### src/rtl/rfc_consts.svh
// Constants for the RF frame and receive configuration block
//
// Contract
// - Low byte sets guard time bits 7..0
// - Guard time is eleven bits wide
// - Upper guard bits sit at control bits 5..3
// - Unit is 16 carrier cycles or half bit
// - Origin bit picks end of transmit or receive
// - Transmit parity appended per byte when enabled
// - Receive parity checked, never stored in FIFO
// - Stop symbol field selects none or symbol 1..3
// - Start symbol field selects none or symbol 1..3
// - Frame begin with enable raises interrupt
// - Frame begin seen flag sticky until cleared
// - Subcarrier with enable raises same interrupt
// - Subcarrier seen flag sticky until cleared
// - Subcarrier live bit follows detector directly
// - Partial byte store writes incomplete final byte; with continuous receive the error byte is written in its place
// - Continuous receive keeps receiver running after frame
// - Continuous receive appends error byte per frame
// - Early error discards bytes and resets FIFO
// - Collision counts as error under suppression
// - Short frame is disturbance, no receive interrupt
// - Rate code 2 is 26 kBd, 3 is 52 kBd
`ifndef RFC_CONSTS_SVH
`define RFC_CONSTS_SVH

// ----------------------------------------------------------------
// Register offsets (byte addresses = 4 x index)
// ----------------------------------------------------------------
`define RFC_IDX_GUARD_CTRL 8'h31
`define RFC_IDX_GUARD_LOW 8'h32
`define RFC_IDX_FRAME_CTRL 8'h33
`define RFC_IDX_BEGIN_DET 8'h34
`define RFC_IDX_RECV_CTRL 8'h35
`define RFC_IDX_STATUS 8'h3a

// ----------------------------------------------------------------
// Field positions
// ----------------------------------------------------------------
`define RFC_GC_ORIGIN 7
`define RFC_GC_UNIT 6
`define RFC_GC_HI_MSB 5
`define RFC_GC_HI_LSB 3
`define RFC_FC_TXPAR 7
`define RFC_FC_RXPAR 6
`define RFC_BD_SOF_EN 5
`define RFC_BD_SOF_SEEN 4
`define RFC_BD_SUBCARRIER_IRQ_ENABLE 2
`define RFC_BD_SUBC_SEEN 1
`define RFC_BD_SUBC_LIVE 0
`define RFC_RC_PARTIAL 7
`define RFC_RC_MULTI 6
`define RFC_RC_DISTURB 3

// ----------------------------------------------------------------
// Reset values and timing
// ----------------------------------------------------------------
`define RFC_RST_GUARD_CTRL 8'hc0
`define RFC_RST_ZERO 8'h00
`define RFC_RATE_26K 3'h2
`define RFC_RATE_52K 3'h3
`define RFC_CLK_HZ 125000000
`define RFC_CARRIER_HZ 13560000
`define RFC_CARRIER_CYC 16
// 16 carrier cycles at 125 MHz, rounded down to 147 clock cycles
`define RFC_UNIT_CARRIER ((`RFC_CARRIER_CYC * `RFC_CLK_HZ) / `RFC_CARRIER_HZ)
`define RFC_BAUD_26K 26000
`define RFC_BAUD_52K 52000
// Half a bit period in clock cycles
`define RFC_HALF_26K (`RFC_CLK_HZ / (2 * `RFC_BAUD_26K))
`define RFC_HALF_52K (`RFC_CLK_HZ / (2 * `RFC_BAUD_52K))
`define RFC_EARLY_BYTES 2'd3

`endif

### src/rtl/rfc_pkg.sv
// Types for the RF frame and receive configuration block
package rfc_pkg;

	// Avalon-MM request from the host
	typedef struct packed {
		logic [7:0] address;
		logic read;
		logic write;
		logic [31:0] writedata;
	} rfc_avm_req_t;

	// Avalon-MM answer to the host
	typedef struct packed {
		logic [31:0] readdata;
		logic waitrequest;
	} rfc_avm_rsp_t;

	// Events from the receive datapath
	typedef struct packed {
		logic sof;        // Frame begin detected
		logic subc;       // Subcarrier level
		logic byte_vld;   // Full byte received
		logic [7:0] data; // Received byte
		logic par_bit;    // Received parity bit
		logic partial;    // Incomplete last byte present
		logic err;        // Reception error
		logic coll;       // Bit collision
		logic frame_end;  // End of received frame
		logic tx_end;     // End of transmitted data
		logic [7:0] err_reg; // Current error register contents
	} rfc_rx_ev_t;

	// Guard-timer state
	typedef enum logic [1:0] {
		RFC_G_IDLE = 2'b00,
		RFC_G_COUNT = 2'b01,
		RFC_G_DONE = 2'b11
	} rfc_gstate_t;

	// Write toward the receive FIFO
	typedef struct packed {
		logic wr;
		logic [7:0] data;
		logic flush;
	} rfc_fifo_wr_t;

endpackage : rfc_pkg

### src/rtl/rfc_guard_timer.sv
// Transmit guard-time counter
`timescale 1ns/1ps
`default_nettype none
`include "rfc_consts.svh"
module rfc_guard_timer (
	input wire logic mclk,               // System clock
	input wire logic srst,               // Synchronous reset
	input wire logic [10:0] guard_time,  // Eleven-bit guard count
	input wire logic [15:0] unit_cyc,    // Clock cycles per count
	input wire logic start,              // Origin event pulse
	output logic open_q                  // Transmission allowed
);
	import rfc_pkg::*;

	typedef struct packed {
		rfc_gstate_t st;
		logic [10:0] cnt;
		logic [15:0] sub;
		logic open;
	} rfc_gt_state_t;

	rfc_gt_state_t s_q, s_d;

	// Count units of the selected length after each origin event
	always_comb begin
		s_d = s_q;
		case (s_q.st)
			RFC_G_IDLE: begin
				s_d.open = 1'b1;
			end
			RFC_G_COUNT: begin
				if (s_q.cnt == 11'h000) begin
					s_d.st = RFC_G_DONE;
				end else if (s_q.sub >= unit_cyc - 16'h0001) begin
					s_d.sub = 16'h0000;
					s_d.cnt = s_q.cnt - 11'h001;
				end else begin
					s_d.sub = s_q.sub + 16'h0001;
				end
			end
			RFC_G_DONE: begin
				s_d.open = 1'b1;
				s_d.st = RFC_G_IDLE;
			end
			default: begin
				s_d.st = RFC_G_IDLE;
			end
		endcase
		if (start) begin
			s_d.st = RFC_G_COUNT;
			s_d.cnt = guard_time;
			s_d.sub = 16'h0000;
			s_d.open = 1'b0;
		end
	end

	// State register
	always_ff @(posedge mclk) begin
		if (srst) begin
			s_q <= '{st: RFC_G_IDLE, cnt: 11'h000, sub: 16'h0000, open: 1'b1};
		end else begin
			s_q <= s_d;
		end
	end

	assign open_q = s_q.open;

	chk_guard_closed: assert property (@(posedge mclk) disable iff (srst)
		start && guard_time > 11'h001 |=> !open_q [*2])
		else $error("guard opened too early");

endmodule : rfc_guard_timer
`default_nettype wire

### src/rtl/rfc_frame_cfg.sv
// RF frame and receive configuration registers with receive filter
//
// Design decision made here: the Avalon-MM interface to the registers.
`timescale 1ns/1ps
`default_nettype none
`include "rfc_consts.svh"
module rfc_frame_cfg (
	input wire logic mclk,                        // System clock
	input wire logic srst,                        // Synchronous reset
	input wire rfc_pkg::rfc_avm_req_t avm_req,    // Avalon-MM request
	output rfc_pkg::rfc_avm_rsp_t avm_rsp,        // Avalon-MM answer
	input wire rfc_pkg::rfc_rx_ev_t rx_ev_in,     // Receiver events, other domain
	input wire logic tx_req,                      // Transmit request
	output logic tx_go_q,                         // Transmit start granted
	output logic send_parity_append_q,            // Parity append enable
	output logic [1:0] frame_end_symbol_sel_q,    // Stop symbol code
	output logic [1:0] frame_begin_symbol_sel_q,  // Start symbol code
	output logic [2:0] bitstream_frequency_q,     // Receive rate code
	output logic rate_valid_q,                    // Rate code is supported
	output logic receiver_active_q,               // Receiver running
	output rfc_pkg::rfc_fifo_wr_t fifo_wr_q,      // FIFO write port
	output logic rx_done_irq_q,                   // Receive complete pulse
	output logic frame_begin_irq_q                // Frame begin interrupt level
);
	import rfc_pkg::*;

	// All state of this block
	typedef struct packed {
		rfc_rx_ev_t ev1;
		rfc_rx_ev_t ev2;
		logic [7:0] guard_ctrl;
		logic [7:0] guard_low;
		logic [7:0] frame_ctrl;
		logic [7:0] begin_det;
		logic [7:0] recv_ctrl;
		logic [31:0] rdata;
		logic ack;
		logic in_frame;
		logic [1:0] byte_cnt;
		logic early_err;
		logic active;
		logic [7:0] fifo_data;
		logic fifo_wr;
		logic fifo_flush;
		logic rx_done;
		logic irq;
		logic txgo;
		logic tx_pend;
		logic last_rx;
		logic last_tx;
		logic rate_ok;
	} rfc_state_t;

	rfc_state_t s_q, s_d;
	rfc_rx_ev_t ev;
	logic guard_open;
	logic [10:0] guard_time;
	logic [15:0] unit_cyc;
	logic guard_start;

	// ----------------------------------------------------------------
	// Helper functions
	// ----------------------------------------------------------------

	// Register index from a word byte address
	function automatic logic [5:0] rfc_idx(input logic [7:0] addr);
		rfc_idx = addr[7:2];
	endfunction : rfc_idx

	// Odd parity over a byte plus its parity bit
	function automatic logic rfc_par_ok(input logic [7:0] d, input logic p);
		rfc_par_ok = ^{d, p};
	endfunction : rfc_par_ok

	// Index compare against a full constant
	function automatic logic rfc_hit(input logic [7:0] addr, input logic [7:0] idx);
		rfc_hit = ({2'b00, rfc_idx(addr)} == idx);
	endfunction : rfc_hit

	// ----------------------------------------------------------------
	// Guard time assembly and timer
	// ----------------------------------------------------------------

	// Eleven-bit value: control bits 5..3 over the low byte
	assign guard_time = {s_q.guard_ctrl[`RFC_GC_HI_MSB:`RFC_GC_HI_LSB],
		s_q.guard_low};

	// Length of one count: carrier unit or half a bit period
	always_comb begin
		if (!s_q.guard_ctrl[`RFC_GC_UNIT]) begin
			unit_cyc = 16'(`RFC_UNIT_CARRIER);
		end else if (s_q.recv_ctrl[2:0] == `RFC_RATE_52K) begin
			unit_cyc = 16'(`RFC_HALF_52K);
		end else begin
			unit_cyc = 16'(`RFC_HALF_26K);
		end
	end

	// Origin selects end of transmit or end of receive
	assign guard_start = s_q.guard_ctrl[`RFC_GC_ORIGIN] ? (ev.frame_end && !s_q.last_rx)
		: (ev.tx_end && !s_q.last_tx);

	rfc_guard_timer u_guard (
		.mclk(mclk),
		.srst(srst),
		.guard_time(guard_time),
		.unit_cyc(unit_cyc),
		.start(guard_start),
		.open_q(guard_open)
	);

	// Two-stage synchronised receiver events
	assign ev = s_q.ev2;

	// ----------------------------------------------------------------
	// Next-state logic
	// ----------------------------------------------------------------
	always_comb begin
		logic err_now;
		logic par_bad;
		err_now = 1'b0;
		par_bad = 1'b0;
		s_d = s_q;
		s_d.ev1 = rx_ev_in;
		s_d.ev2 = s_q.ev1;
		s_d.last_rx = ev.frame_end;
		s_d.last_tx = ev.tx_end;
		s_d.ack = 1'b0;
		s_d.fifo_wr = 1'b0;
		s_d.fifo_flush = 1'b0;
		s_d.rx_done = 1'b0;
		s_d.txgo = 1'b0;

		// Bus: one wait cycle, then answer
		if ((avm_req.read || avm_req.write) && !s_q.ack) begin
			s_d.ack = 1'b1;
			s_d.rdata = 32'h0000_0000;
			if (avm_req.read) begin
				if (rfc_hit(avm_req.address, `RFC_IDX_GUARD_CTRL)) begin
					s_d.rdata[7:0] = s_q.guard_ctrl & 8'hf8;
				end else if (rfc_hit(avm_req.address, `RFC_IDX_GUARD_LOW)) begin
					s_d.rdata[7:0] = s_q.guard_low;
				end else if (rfc_hit(avm_req.address, `RFC_IDX_FRAME_CTRL)) begin
					s_d.rdata[7:0] = s_q.frame_ctrl & 8'hcf;
				end else if (rfc_hit(avm_req.address, `RFC_IDX_BEGIN_DET)) begin
					s_d.rdata[7:0] = {s_q.begin_det[7:1] & 7'h1b, ev.subc};
				end else if (rfc_hit(avm_req.address, `RFC_IDX_RECV_CTRL)) begin
					s_d.rdata[7:0] = s_q.recv_ctrl & 8'hcf;
				end else if (rfc_hit(avm_req.address, `RFC_IDX_STATUS)) begin
					s_d.rdata[7:0] = {5'h00, s_q.active, guard_open, s_q.in_frame};
				end
			end
		end

		// A write lands only at the edge where waitrequest is seen low
		if (avm_req.write && s_q.ack) begin
			if (rfc_hit(avm_req.address, `RFC_IDX_GUARD_CTRL)) begin
				s_d.guard_ctrl = avm_req.writedata[7:0] & 8'hf8;
			end else if (rfc_hit(avm_req.address, `RFC_IDX_GUARD_LOW)) begin
				s_d.guard_low = avm_req.writedata[7:0];
			end else if (rfc_hit(avm_req.address, `RFC_IDX_FRAME_CTRL)) begin
				s_d.frame_ctrl = avm_req.writedata[7:0] & 8'hcf;
			end else if (rfc_hit(avm_req.address, `RFC_IDX_BEGIN_DET)) begin
				// Enables written; writing 0 to a seen flag clears it
				s_d.begin_det[`RFC_BD_SOF_EN] = avm_req.writedata[`RFC_BD_SOF_EN];
				s_d.begin_det[`RFC_BD_SUBCARRIER_IRQ_ENABLE] = avm_req.writedata[`RFC_BD_SUBCARRIER_IRQ_ENABLE];
				s_d.begin_det[`RFC_BD_SOF_SEEN] = s_q.begin_det[`RFC_BD_SOF_SEEN]
					& avm_req.writedata[`RFC_BD_SOF_SEEN];
				s_d.begin_det[`RFC_BD_SUBC_SEEN] = s_q.begin_det[`RFC_BD_SUBC_SEEN]
					& avm_req.writedata[`RFC_BD_SUBC_SEEN];
			end else if (rfc_hit(avm_req.address, `RFC_IDX_RECV_CTRL)) begin
				s_d.recv_ctrl = avm_req.writedata[7:0] & 8'hcf;
				s_d.active = 1'b1;
			end
		end
		// Rate decode kept in a flop so the output needs no logic
		s_d.rate_ok = (s_d.recv_ctrl[2:1] == 2'b01); // Codes 2 and 3 only

		// Sticky seen flags: set wins over the clear above
		if (ev.sof) begin
			s_d.begin_det[`RFC_BD_SOF_SEEN] = 1'b1;
		end
		if (ev.subc) begin
			s_d.begin_det[`RFC_BD_SUBC_SEEN] = 1'b1;
		end
		s_d.begin_det[0] = 1'b0;
		s_d.irq = (s_d.begin_det[`RFC_BD_SOF_EN] && s_d.begin_det[`RFC_BD_SOF_SEEN])
			|| (s_d.begin_det[`RFC_BD_SUBCARRIER_IRQ_ENABLE] && s_d.begin_det[`RFC_BD_SUBC_SEEN]);

		// Receive path
		par_bad = s_q.frame_ctrl[`RFC_FC_RXPAR] && ev.byte_vld
			&& !rfc_par_ok(ev.data, ev.par_bit);
		err_now = ev.err || par_bad
			|| (s_q.recv_ctrl[`RFC_RC_DISTURB] && ev.coll);
		if (ev.sof && s_q.active) begin
			s_d.in_frame = 1'b1;
			s_d.byte_cnt = 2'd0;
			s_d.early_err = 1'b0;
		end
		if (s_q.in_frame) begin
			if (ev.byte_vld) begin
				s_d.fifo_wr = 1'b1; // Parity bit is never stored
				s_d.fifo_data = ev.data;
				if (s_q.byte_cnt != `RFC_EARLY_BYTES) begin
					s_d.byte_cnt = s_q.byte_cnt + 2'd1;
				end
			end
			if (err_now && s_q.recv_ctrl[`RFC_RC_DISTURB]
				&& s_q.byte_cnt != `RFC_EARLY_BYTES) begin
				s_d.fifo_flush = 1'b1;
				s_d.fifo_wr = 1'b0;
				s_d.early_err = 1'b1;
			end
			if (ev.frame_end && !s_q.last_rx) begin
				s_d.in_frame = 1'b0;
				if (ev.partial && s_q.recv_ctrl[`RFC_RC_PARTIAL]) begin
					s_d.fifo_wr = 1'b1;
					s_d.fifo_data = ev.data;
				end
				if (s_q.recv_ctrl[`RFC_RC_DISTURB] && s_d.early_err) begin
					// FIFO already reset at the error; no done pulse
					s_d.fifo_wr = 1'b0;
				end else if (s_q.recv_ctrl[`RFC_RC_DISTURB]
					&& s_d.byte_cnt != `RFC_EARLY_BYTES) begin
					s_d.fifo_flush = 1'b1;
					s_d.fifo_wr = 1'b0;
				end else begin
					s_d.rx_done = 1'b1;
					if (s_q.recv_ctrl[`RFC_RC_MULTI]) begin
						s_d.fifo_wr = 1'b1;
						s_d.fifo_data = ev.err_reg;
					end
				end
				if (!s_q.recv_ctrl[`RFC_RC_MULTI]) begin
					s_d.active = 1'b0;
				end
			end
		end

		// Transmit waits for the guard interval
		if (tx_req) begin
			s_d.tx_pend = 1'b1;
		end
		if (s_q.tx_pend && guard_open && !guard_start) begin
			s_d.txgo = 1'b1;
			s_d.tx_pend = 1'b0;
		end
	end

	// ----------------------------------------------------------------
	// State register
	// ----------------------------------------------------------------
	always_ff @(posedge mclk) begin
		if (srst) begin
			s_q <= '0;
			s_q.guard_ctrl <= `RFC_RST_GUARD_CTRL & 8'hf8;
		end else begin
			s_q <= s_d;
		end
	end

	// Outputs straight from flip-flops; waitrequest is the inverted ack flop
	assign avm_rsp.readdata = s_q.rdata;
	assign avm_rsp.waitrequest = !s_q.ack;
	assign tx_go_q = s_q.txgo;
	assign send_parity_append_q = s_q.frame_ctrl[`RFC_FC_TXPAR];
	assign frame_end_symbol_sel_q = s_q.frame_ctrl[3:2];
	assign frame_begin_symbol_sel_q = s_q.frame_ctrl[1:0];
	assign bitstream_frequency_q = s_q.recv_ctrl[2:0];
	assign rate_valid_q = s_q.rate_ok;
	assign receiver_active_q = s_q.active;
	assign fifo_wr_q.wr = s_q.fifo_wr;
	assign fifo_wr_q.data = s_q.fifo_data;
	assign fifo_wr_q.flush = s_q.fifo_flush;
	assign rx_done_irq_q = s_q.rx_done;
	assign frame_begin_irq_q = s_q.irq;

	// ----------------------------------------------------------------
	// Checks
	// ----------------------------------------------------------------
	chk_sof_sticky: assert property (@(posedge mclk) disable iff (srst)
		ev.sof |=> s_q.begin_det[`RFC_BD_SOF_SEEN])
		else $error("frame begin flag not set");
	chk_subc_sticky: assert property (@(posedge mclk) disable iff (srst)
		ev.subc |=> s_q.begin_det[`RFC_BD_SUBC_SEEN])
		else $error("subcarrier flag not set");
	chk_sof_irq: assert property (@(posedge mclk) disable iff (srst)
		ev.sof && s_q.begin_det[`RFC_BD_SOF_EN] |=> frame_begin_irq_q)
		else $error("frame begin interrupt missing");
	chk_subc_irq: assert property (@(posedge mclk) disable iff (srst)
		ev.subc && s_q.begin_det[`RFC_BD_SUBCARRIER_IRQ_ENABLE] |=> frame_begin_irq_q)
		else $error("subcarrier interrupt missing");
	chk_guard_word: assert property (@(posedge mclk) disable iff (srst)
		guard_time[10] == s_q.guard_ctrl[5] && guard_time[7:0] == s_q.guard_low)
		else $error("guard time assembled wrong");
	chk_tx_hold: assert property (@(posedge mclk) disable iff (srst)
		tx_go_q |-> $past(guard_open))
		else $error("transmit before guard elapsed");
	chk_no_done_short: assert property (@(posedge mclk) disable iff (srst)
		fifo_wr_q.flush |-> !rx_done_irq_q)
		else $error("receive done on disturbance");
	chk_stop_on_end: assert property (@(posedge mclk) disable iff (srst)
		rx_done_irq_q && !s_q.recv_ctrl[`RFC_RC_MULTI] |-> !receiver_active_q)
		else $error("receiver kept running");
	chk_rate_code: assert property (@(posedge mclk) disable iff (srst)
		rate_valid_q |-> bitstream_frequency_q inside {3'h2, 3'h3})
		else $error("rate valid on reserved code");
	chk_bus_answer: assert property (@(posedge mclk) disable iff (srst)
		(avm_req.read || avm_req.write) && avm_rsp.waitrequest |=> !avm_rsp.waitrequest)
		else $error("bus answer late");
	chk_live_bit: assert property (@(posedge mclk) disable iff (srst)
		avm_req.read && !s_q.ack && avm_req.address[7:2] == 6'(`RFC_IDX_BEGIN_DET)
		|=> avm_rsp.readdata[0] == $past(ev.subc))
		else $error("live bit not current");

	// Flag and interrupt checks
	chk_sof_hold: assert property (@(posedge mclk) disable iff (srst)
		s_q.begin_det[`RFC_BD_SOF_SEEN] && !(avm_req.write && s_q.ack)
		|=> s_q.begin_det[`RFC_BD_SOF_SEEN])
		else $error("frame begin flag lost");
	chk_subc_hold: assert property (@(posedge mclk) disable iff (srst)
		s_q.begin_det[`RFC_BD_SUBC_SEEN] && !(avm_req.write && s_q.ack)
		|=> s_q.begin_det[`RFC_BD_SUBC_SEEN])
		else $error("subcarrier flag lost");
	chk_irq_quiet: assert property (@(posedge mclk) disable iff (srst)
		!s_q.begin_det[`RFC_BD_SOF_EN] && !s_q.begin_det[`RFC_BD_SUBCARRIER_IRQ_ENABLE]
		&& !(avm_req.write && s_q.ack) |=> !frame_begin_irq_q)
		else $error("interrupt while disabled");

	// Receive path checks
	chk_early_flush: assert property (@(posedge mclk) disable iff (srst)
		s_q.in_frame && ev.err && s_q.recv_ctrl[`RFC_RC_DISTURB]
		&& s_q.byte_cnt != `RFC_EARLY_BYTES |=> fifo_wr_q.flush)
		else $error("early error kept");
	chk_coll_error: assert property (@(posedge mclk) disable iff (srst)
		s_q.in_frame && ev.coll && s_q.recv_ctrl[`RFC_RC_DISTURB]
		&& s_q.byte_cnt != `RFC_EARLY_BYTES |=> fifo_wr_q.flush)
		else $error("collision not an error");
	chk_partial_kept: assert property (@(posedge mclk) disable iff (srst)
		s_q.in_frame && ev.frame_end && !s_q.last_rx && ev.partial
		&& s_q.recv_ctrl[`RFC_RC_PARTIAL] && !s_q.recv_ctrl[`RFC_RC_DISTURB]
		&& !s_q.recv_ctrl[`RFC_RC_MULTI] |=> fifo_wr_q.wr && fifo_wr_q.data == $past(ev.data))
		else $error("partial byte dropped");
	chk_err_byte: assert property (@(posedge mclk) disable iff (srst)
		rx_done_irq_q && $past(s_q.recv_ctrl[`RFC_RC_MULTI])
		|-> fifo_wr_q.wr && fifo_wr_q.data == $past(ev.err_reg))
		else $error("error byte missing");

	cov_sof: cover property (@(posedge mclk) disable iff (srst) frame_begin_irq_q);
	cov_end_byte: cover property (@(posedge mclk) disable iff (srst) rx_done_irq_q && fifo_wr_q.wr);
	cov_flush: cover property (@(posedge mclk) disable iff (srst) fifo_wr_q.flush);
	cov_done: cover property (@(posedge mclk) disable iff (srst) rx_done_irq_q);
	cov_txgo: cover property (@(posedge mclk) disable iff (srst) tx_go_q);

endmodule : rfc_frame_cfg
`default_nettype wire

### config.mk
export PLATFORM = sky130hd
export DESIGN_NAME = rfc_frame_cfg
export DESIGN_NICKNAME = d
export VERILOG_FILES = /design/src/rtl/rfc_pkg.sv /design/src/rtl/rfc_guard_timer.sv /design/src/rtl/rfc_frame_cfg.sv
export VERILOG_INCLUDE_DIRS = /design/src /design/src/rtl
export SDC_FILE = /design/constraint.sdc
export NUM_CORES = 1
export LEC_CHECK = 0
export BUFFER_PORTS_ARGS = -buffer_cell sky130_fd_sc_hd__buf_2
export CAP_MARGIN = 20
export CORE_ASPECT_RATIO = 1.25
export CORE_MARGIN = 3
export CORE_UTILIZATION = 46
export DETAILED_ROUTE_END_ITERATION = 12
export PLACE_DENSITY_LB_ADDON = 0.08
export SLEW_MARGIN = 5
export SYNTH_ARGS = -nofsm -noshare
export SYNTH_HDL_FRONTEND = slang
export SYNTH_SLANG_ARGS = --single-unit
### constraint.sdc
create_clock -name mclk -period 2.7 [get_ports mclk]
set_input_delay 0.27 -clock mclk [delete_from_list [all_inputs] [get_ports mclk]]
set_output_delay 0.27 -clock mclk [all_outputs]
set_load 0.02 [all_outputs]
* Word-level counts from Yosys, hierarchy flattened
Index checks and enable logic that the tools add are counted.
** Cells by class
- Bitwise operators :: 10
- Equality and inequality tests :: 16
- Add/sub/neg operators :: 4
- Reductions and logical operators :: 45
- $lt $le $gt $ge :: 1
- Mux-type cells :: 66
** Operator list (count)
- $mux 8 :: 8
- $mux 27 :: 2
- $mux 16 :: 3
- $eq 6x6->1 const B :: 6
- $mux 2 :: 17
- $mux 29 :: 1
- $mux 9 :: 3
- $mux 12 :: 2
- $mux 3 :: 7
- $mux 1 :: 20
- $logic_and 1x1->1 :: 17
- $add 16x1->16 const B :: 1
- $ge 16x16->1 :: 1
- $sub 16x1->16 const B :: 1
- $logic_not 11->1 :: 1
- $mux 11 :: 1
- $sub 11x1->11 const B :: 1
- $reduce_xor 9->1 :: 1
- $ne 2x2->1 const B :: 4
- $not 1->1 :: 8
- $reduce_and 2->1 :: 4
- $reduce_or 2->1 :: 4
- $reduce_and 3->1 :: 2
- $reduce_and 6->1 :: 1
- 15 further kinds :: 26
** Storage, ports and cells
- Flip-flop bits (word level) :: 140

* Depth between registers and ports, before layout
Gate-level depths: netlist (run 1).
- Depth in word-level cells :: 14
- Gate-level depth with buffers :: 12
- Gate-level depth less buffers :: 10

* Cells and area by module
From an unflattened synthesis (run 1), not the netlist that was laid out.
** Second synthesis, totals
- Cells, all modules :: 750
- Area, all modules :: 6867.8 sq um
** Modules (own cells, without submodules)
- rfc_frame_cfg :: cells each 481, instances 1, area each 4647.0 sq um
- rfc_guard_timer :: cells each 269, instances 1, area each 2220.9 sq um

* Worst setup path before layout (run 1)
Ideal clock, no wire load.
- Path kind :: reg2reg
- From :: register s_q (netlist bit bitstream_frequency_q[2])
- To :: register u_guard.s_q[2] (netlist bit)
- Path slack :: 328 ps
- Cell stages (with the launch flop) :: 12
- Data arrival time :: 2308 ps
- Clock period less this slack :: 2372 ps
- Cell sequence :: dfxtp_1 nand3b_1 or2_2 ha_1 nand4b_1 o211ai_1 a211oi_1 nor2_1 or2_1 clkbuf_1 buf_2 nor2_1
** On the way
- Word-level cells in the longest chain between the ends :: 6
** RTL lines
- start, declared :: RTL line rfc_frame_cfg.sv:54 : rfc_state_t s_q, s_d;
- $eq 3x2->1 (no source line)
- $mux 12 :: RTL line rfc_frame_cfg.sv:92 : end else if (s_q.recv_ctrl[2:0] == `RFC_RATE_52K) begin
- $mux 16 :: RTL line rfc_frame_cfg.sv:90 : if (!s_q.guard_ctrl[`RFC_GC_UNIT]) begin
- $sub 16x1->16 :: RTL line rfc_guard_timer.sv:34 : end else if (s_q.sub >= unit_cyc - 16'h0001) begin
- $ge 16x16->1 :: RTL line rfc_guard_timer.sv:34
- $mux 16 :: RTL line rfc_guard_timer.sv:34
- end signal, assigned :: RTL line rfc_guard_timer.sv:60 : s_q <= '{st: RFC_G_IDLE, cnt: 11'h000, sub: 16'h0000, open: 1'b1};
- end, declared :: RTL line rfc_guard_timer.sv:22 : rfc_gt_state_t s_q, s_d;
Every way passes these cells.
A chain may end at the register's enable or synchronous reset.

* Worst setup path after layout (run 1)
- From :: register s_q (netlist bit bitstream_frequency_q[2])
- To :: register u_guard.s_q[8] (netlist bit)
Same word-level chain as after synthesis.

==> key figures, run 1 <==
STA
  – Post-route worst setup slack: between 0.15 and 0.2 ns
  – Worst slew pin tran: approximately 0.76 ns
  – Crit share post-route: ~94%
  – Worst-case hold slack: 0.0550 ns
  – Crit path time final: 2.55 ns
  – Setup repair after global routing missed its margin: yes
  – Worst clock skew: 0.00648 ns
  – Setup violators final: 0
  – Final Max Slew Viols: 0
  – F_max: a little under 400 MHz
  – Fin. Hold Viols: 0
  – Relative slew slack: 49.2%

Pwr
  – Sw frac: around 25%
  – Internal power: 3.52 mW
  – Tot Pwr: 4.67 mW
  – Max VDD drop: around 380 uV
  – Logic pwr share: 6.0%
  – Switching power of the nets: about 1.1 mW
  – Leak Pwr: 3.04 nW
  – PD cells: ~660 nW/um^2
  – Clock share of power: about 48%
  – Seq pwr share: 46.0%

Synth
  – Most common flop cell mapped by yosys: dfxtp_1
  – Register bit total from synthesis: 140
  – Post-synth EDFFs: 0
  – Area leader, netlist: dfxtp_1
  – Synth top area share: a little under half
  – Sequential element share of the synthesized area: ~45%
  – Synth area leaders: dfxtp_1 45%, mux2i_1 6.0%, buf_4 5.9%, nor2b_1 5.6%, nor2_1 3.8%
  – Netlist cell types: 63
  – Post-Syn Area: just over 6000 um^2
  – Syn_area_per_cell: approximately 9.5 um^2
  – Cells after Synth: 652
  – Post-synth ARST share: 0%
  – YS warnings: 0

Floorplan
  – Core Region: between 10000 and 15000 um^2
  – Die W: between 100 and 150 um
  – Row Count: 46
  – IO Count: about 130
  – Die area: roughly 15000 um^2
  – DIE HEIGHT: 136 um
  – Initial Utilization: a little under half

Critical path
  – CP max stage cell: or2_2
  – Critical Path RT: between 3 and 4 ns
  – Crit-path max FO: 16
  – Critical Path, Cell by Cell: nand3b_1, or2_2, ha_1, o21a_1, o21a_1, a211oi_1, nor2_1, or2_2, nor2_1
  – Crit-path max cell delay: around 0.44 ns
  – Crit. End Element: flop
  – Crit path kind: flop to flop
  – Critical path startpoint category: flop
  – CP arrival: 2.90 ns

Status
  – Result of the run: complete, no violations

Layout
  – Commonest non-fill, non-tap cells in the layout: 140 x dfxtp_1, 74 x buf_2, 63 x nor2_1
  – Ant diodes: 0
  – Layout cells sized above 1: around 21%
  – Area growth from synthesis to layout: 14.3%
  – Commonest non-fill, non-tap cell in the layout: dfxtp_1
  – Final std cells w/o fill: approximately 890
  – Fillers: 1191
  – Nets@finish: between 700 and 800

Route
  – DR pass1 iterations: 5
  – Vias/cell: just over 5
  – Final ANT Viol Nets: 0
  – Via count: around 4600
  – Mean routed wirelength per cell: around 15 um
  – Drc violations: 0
  – Initial DRC count: approximately 250
  – Final WL: 13400 um

Clocking
  – CTS root buffer: clkbuf_16
  – Post-CTS Hold Fix Bufs: 0
  – CTS-repair resized insts: 0
  – Post-CTS Setup Bufs: 0
  – TritonCTS Buffers: 17
  – Skew-Pair Late Insertion Delay: about 0.42 ns
  – Htree depth: 4
  – Worst-path clk slew: about 0.060 ns
  – Clk buf depth: 2
  – CTS tree: built
  – Clock sink count: 140

Global routing
  – Number of antenna violations at the first check in global routing: 0
  – GRT Total Usage: a little under a fifth
  – Overflow after GRT: 0
  – Number of global-route vias before repair: 4482
  – Global-route wire length before repair: approximately 22000 um
  – Largest net degree at the start of global routing: 54

Flow run
  – Max-cap violation count: 0

Placed design
  – PortBufs: between 70 and 80
  – RD Place Congestion: 0.852
  – Dpl hpwl: approximately 10000 um
  – Pre-CTS setup slack: between 0.05 and 0.06 ns
  – Placed cell count: roughly 850

Worst hold path
  – Hold Path Class: input port to flop
==> worst paths after layout <==
| check | from | to | slack, ns | depth (start not counted) |
|---|---|---|---|---|
| worst max-delay path | bitstream_frequency_q[2] | u_guard.s_q[8] | 0.15 | 9 |
| worst min-delay path | rx_ev_in[5] | s_d[100] | 0.05 | 2 |
| worst max register to register | bitstream_frequency_q[2] | u_guard.s_q[8] | 0.15 | 9 |
| worst min register to register | s_d[101] | ev[6] | 0.43 | 1 |
==> registers in the layout, summed over array words and instances, names as in the netlist, 2 cells and up <==
signal and count:
u_guard.s_q 29, ev 25, s_d 25, s_q 18
guard_time 11, fifo_wr_q 10, avm_rsp 8, bitstream_frequency_q 3
frame_begin_symbol_sel_q 2, frame_end_symbol_sel_q 2
==> per-stage QoR <==
stage / utilization (%) / TNS (ns) / cell area, um^2
floorplan: - / 0 / 6300
finish: 54.8 / 0 / 7100
detailed placement: 50.1 / 0 / 6490
global route: 54.8 / -0.0177 / 7100
CTS: 54.6 / 0 / 7070
global placement: 50.1 / 0 / 6490
==> area by class of cell <==
| cell class | count | area, um^2 | area share [%] |
|---|---|---|---|
| inverter | 16 | 60.1 | 0.846 |
| timing repair buffer | 86 | 460 | 6.49 |
| tap | 168 | 210 | 2.96 |
| clock inverter | 15 | 149 | 2.10 |
| sequential | 140 | 2800 | 39.5 |
| multi-input combinational | 444 | 2990 | 42.1 |
| clock buffer | 17 | 425 | 5.99 |
==> kinds of logic after synthesis <==
logic type      share of synthesized area, %
other cells                           0.0604
fa+ha+maj                               2.82
buf+inv                                 8.58
simple gates                            21.3
xor+xnor                                4.25
mux                                     7.42
compound gates                          10.5
flops                                   45.1
==> power groups by stage <==
| stage | logic [mW] | clock network (mW) | registers, mW |
|---|---|---|---|
| 6_report | 0.278 | 2.24 | 2.15 |
| 5_1_grt | 0.308 | 2.39 | 2.15 |
| 4_1_cts | 0.276 | 2.29 | 2.15 |
| 3_5_place_dp | 0.274 | 0 | 2.19 |
| 3_3_place_gp | 0.270 | 0 | 2.19 |
| 2_1_floorplan | 0.218 | 0 | 2.18 |
==> synth_stat cells (3+ instances only) <==
library cell  number
nand4_1            5
nand2b_1           8
o21ai_1            4
and4_1             4
a22oi_1           14
o21ai_0           15
buf_2              6
a31oi_1            5
a311oi_1           3
nor3_1             9
dfxtp_1          140
ha_1              14
nor2b_1           56
a211oi_1           4
nand2_1           29
xor2_1            11
inv_1             14
o21a_1             3
nor2_1            63
and2_1             7
buf_4             49
mux2_2             8
mux2i_1           37
xnor2_1           14
o22ai_1           12
nor3b_1            3
and3_1             5
nand3_1           10
buf_1              3
clkbuf_1          17
nor4_2             3
a21oi_1           31
==> critical path, delay by kind of cell, from the launching register on <==
family / cells / cell delay, ns
flip-flops: 1 / 0.33
adder cells (fa/ha/maj): 1 / 0.31
AND/OR/NAND/NOR: 5 / 1.26
AO/OA/AOI/OAI: 3 / 0.57
==> per-layer routing <==
metal	up-vias	track usage, %	share of wire, %
li1	2284	-	-
met1	2158	22.2	43
met5	-	0	0
met3	14	4.51	4.0
met4	0	7.00	1.5
met2	95	32.5	51
No activity file was read; power rests on OpenSTA's default activity.
==> inputs of run 2 (changes only) <==
--- a/config.mk
+++ b/config.mk
@@ -6,6 +6,7 @@
 export SDC_FILE = /design/constraint.sdc
 export NUM_CORES = 1
 export LEC_CHECK = 0
+export ABC_AREA = 1
 export BUFFER_PORTS_ARGS = -buffer_cell sky130_fd_sc_hd__buf_2
 export CAP_MARGIN = 20
 export CORE_ASPECT_RATIO = 1.25
==> run 2 against run 1 <==
Maximum frequency increased by 4.3%; worst setup slack better by 0.10 ns; clock skew grew 0.00086 ns; utilization shrank 0.77 points; first-iteration DRC count grew 22%; combinational power decreased by 4%; clock power is 3% higher; highest routed layer unchanged.
==> key figures, run 2 <==
Synth
  – Post-Syn Area: 6650 um^2
  – Synth Area in Simple Gates: a little under a quarter
  – Post-synthesis mux area share: less than 1%
  – Synth top area share: 42.2%
  – Area leader, netlist: dfxtp_1
  – Post-synth EDFFs: 0
  – Netlist cell types: between 40 and 50
  – YS warnings: 0
  – Top cells by count, synth: 195 x nand2_1, 140 x dfxtp_1, 129 x inv_1, 105 x nor2_1
  – Largest family of logic cells by synthesized area: simple AND/OR/NAND/NOR gates
  – Compound-cell area share of the yosys netlist: roughly 15%
  – Register bit total from synthesis: 140
  – Adder-Cell Fraction of Synth Area: about 2.6%
  – Cells after Synth: around 930
  – Synth area leaders: dfxtp_1 42%, nand2_1 11%, inv_1 7.3%, nor2_1 5.9%, buf_4 5.5%
  – Most common flop cell mapped by yosys: dfxtp_1
  – Syn_area_per_cell: approximately 7 um^2
  – Sequential element share of the synthesized area: between 40% and 50%
  – Post-Synth XOR/XNOR Area: under 10%
  – Leading cell type by number of instances after synthesis: nand2_1
  – Post-synth ARST share: 0%

Clocking
  – Skew-Pair Late Insertion Delay: around 0.42 ns
  – CTS tree: built
  – Post-CTS Setup Bufs: 0
  – Clk buf depth: 2
  – CTS root buffer: clkbuf_16
  – Htree depth: 4
  – TritonCTS Buffers: 17
  – Post-CTS Hold Fix Bufs: 0
  – Clock sink count: 140
  – CTS-repair resized insts: 0
  – Worst-path clk slew: about 0.060 ns

STA
  – TNS Setup: 0 ns
  – Worst clock skew: around 0.0073 ns
  – F_max: slightly above 400 MHz
  – Setup violators final: 0
  – Relative slew slack: 51.6%
  – Fin. Hold Viols: 0
  – Crit path time final: approximately 2.4 ns
  – Setup repair after global routing missed its margin: no
  – Worst slew pin tran: approximately 0.72 ns
  – Final Max Slew Viols: 0
  – Crit share post-route: 90.5%
  – Worst-case hold slack: 0.0524 ns

Floorplan
  – Initial Utilization: around 48%
  – Die area: 15900 um^2
  – IO Count: approximately 130
  – Row Count: 48
  – Die W: approximately 110 um
  – DIE HEIGHT: ~140 um
  – Core Region: 14000 um^2

Layout
  – Commonest non-fill, non-tap cells in the layout: 195 x nand2_1, 140 x dfxtp_1, 129 x inv_1
  – Nets@finish: around 1100
  – Layout cells sized above 1: 14.9%
  – Biggest register: u_guard.s_q
  – Area growth from synthesis to layout: 13.7%
  – Commonest non-fill, non-tap cell in the layout: nand2_1
  – Max reg flops: 29
  – Post-route design area: approximately 7600 um^2
  – Ant diodes: 0

Route
  – DR pass1 iterations: 5
  – Drc violations: 0
  – Final WL: approximately 16000 um
  – Mean routed wirelength per cell: roughly 13 um
  – Initial DRC count: a little over 300
  – Final ANT Viol Nets: 0
  – Via count: around 5700
  – Vias/cell: 4.91

Global routing
  – Overflow after GRT: 0
  – Largest net degree at the start of global routing: between 40 and 50
  – Global-route wire length before repair: between 20000 and 30000 um
  – Number of antenna violations at the first check in global routing: 0
  – GRT Total Usage: between 10% and 20%
  – Number of global-route vias before repair: approximately 5300

Pwr
  – Leak Pwr: ~3.6 nW
  – Seq pwr share: a little under half
  – PD cells: between 600 and 700 nW/um^2
  – Internal power: between 3 and 4 mW
  – Sw frac: between 20% and 30%
  – Switching power of the nets: roughly 1.1 mW
  – Max VDD drop: between 300 and 400 uV
  – Logic pwr share: approximately 5.7%
  – Clock share of power: between 40 and 50%

Critical path
  – CP arrival: 2.79 ns
  – FF-to-FF path depth: 13
  – Reg2reg start: s_q[93]
  – Crit. End Element: flop
  – Crit-path max FO: 5
  – R2r endpoint: u_guard.s_q[18]
  – Flop-to-flop setup slack: around 0.26 ns
  – Crit path kind: flop to flop
  – Critical Path RT: 3.04 ns
  – Critical path startpoint category: flop

Worst hold path
  – Hold Path Class: input port to flop
  – Critical hold path startpoint: rx_ev_in[14]
  – Hold Crit Endpoint: s_d[109]
  – Hold depth: 3

Flow run
  – Max-cap violation count: 0

Placed design
  – Dpl cell area: 6970 um^2
  – Dpl hpwl: ~12000 um
  – RD Place Congestion: ~0.86
  – PortBufs: 75

Status
  – Result of the run: complete, no violations
run 2: cell types whose count changed after synthesis, moves of 8 or more:
| cell | previous run | this run |
|---|---|---|
| nand2_1 | 29 | 195 |
| inv_1 | 14 | 129 |
| nor2b_1 | 56 | 0 |
| o21ai_0 | 15 | 67 |
| nor2_1 | 63 | 105 |
| a21oi_1 | 31 | 67 |
| mux2i_1 | 37 | 1 |
| nand3_1 | 10 | 31 |
| xnor2_1 | 14 | 4 |
| o211ai_1 | 1 | 10 |
| mux2_2 | 8 | 0 |
| nand2b_1 | 8 | 0 |
| o22ai_1 | 12 | 4 |
run 2: through the flow:
stage          util [%]  power, mW  std cells  setup slack [ns]
2_1_floorplan         -       2.38        951             0.507
3_3_place_gp       49.8       2.44       1139             0.271
3_5_place_dp       49.8       2.45       1139             0.274
4_1_cts            54.0       4.75       1170             0.228
5_1_grt            54.0       4.87       1170            0.0156
6_report           54.0       4.70       1170             0.256
run 2: cell families after synthesis:
group	count (synthesis)
fa+ha+maj	14
buf+inv	210
other cells	1
compound gates	174
simple gates	374
xor+xnor	14
mux	1
flops	140
run 2: layout make-up:
cell class	instances	area, um^2
Clock inverter	9	114
Inverter	134	503
Fill cell	1441	6430
Sequential cell	140	2800
Tap cell	175	219
Timing Repair Buffer	89	493
Multi-Input combinational cell	601	2960
Clock buffer	22	474
run 2: power groups by stage:
stage	clock network, mW	logic, mW	registers [mW]
floorplan	0	0.206	2.17
global placement	0	0.268	2.18
detailed placement	0	0.269	2.18
CTS	2.34	0.270	2.13
global route	2.43	0.304	2.13
finish	2.30	0.268	2.13
run 2: per-layer routing:
metal	global-route usage [%]	vias to the layer above	wire, um	part of all wire (%)
met5	0	-	0	0
met1	23.7	2606	6650	43
met3	3.76	26	642	4.1
met4	8.16	0	371	2.4
met2	34.8	126	7900	51
li1	-	2987	-	-
run 2: worst max path at each step:
| stage | from | endpoint | slack, ns | depth (start not counted) |
|---|---|---|---|---|
| 2_1_floorplan | s_q[93] | u_guard.s_q[4] | 0.51 | 12 |
| 3_3_place_gp | s_q[93] | u_guard.s_q[17] | 0.27 | 13 |
| 3_5_place_dp | s_q[93] | u_guard.s_q[25] | 0.27 | 12 |
| 4_1_cts | s_q[93] | u_guard.s_q[18] | 0.23 | 13 |
| 5_1_grt | s_q[93] | u_guard.s_q[18] | 0.02 | 13 |
| 6_report | s_q[93] | u_guard.s_q[18] | 0.26 | 13 |
run 2: critical path, stage by stage (launching register included):
cell and delay [ns]:
dfxtp_1 0.38, inv_1 0.10, a31oi_1 0.20, inv_1 0.12
ha_1 0.28, nand2_1 0.06, nor2_1 0.13, nand4_1 0.09
o311ai_1 0.38, nand2_4 0.12, buf_4 0.18, nor3_1 0.15
a21oi_1 0.07, a21oi_1 0.13
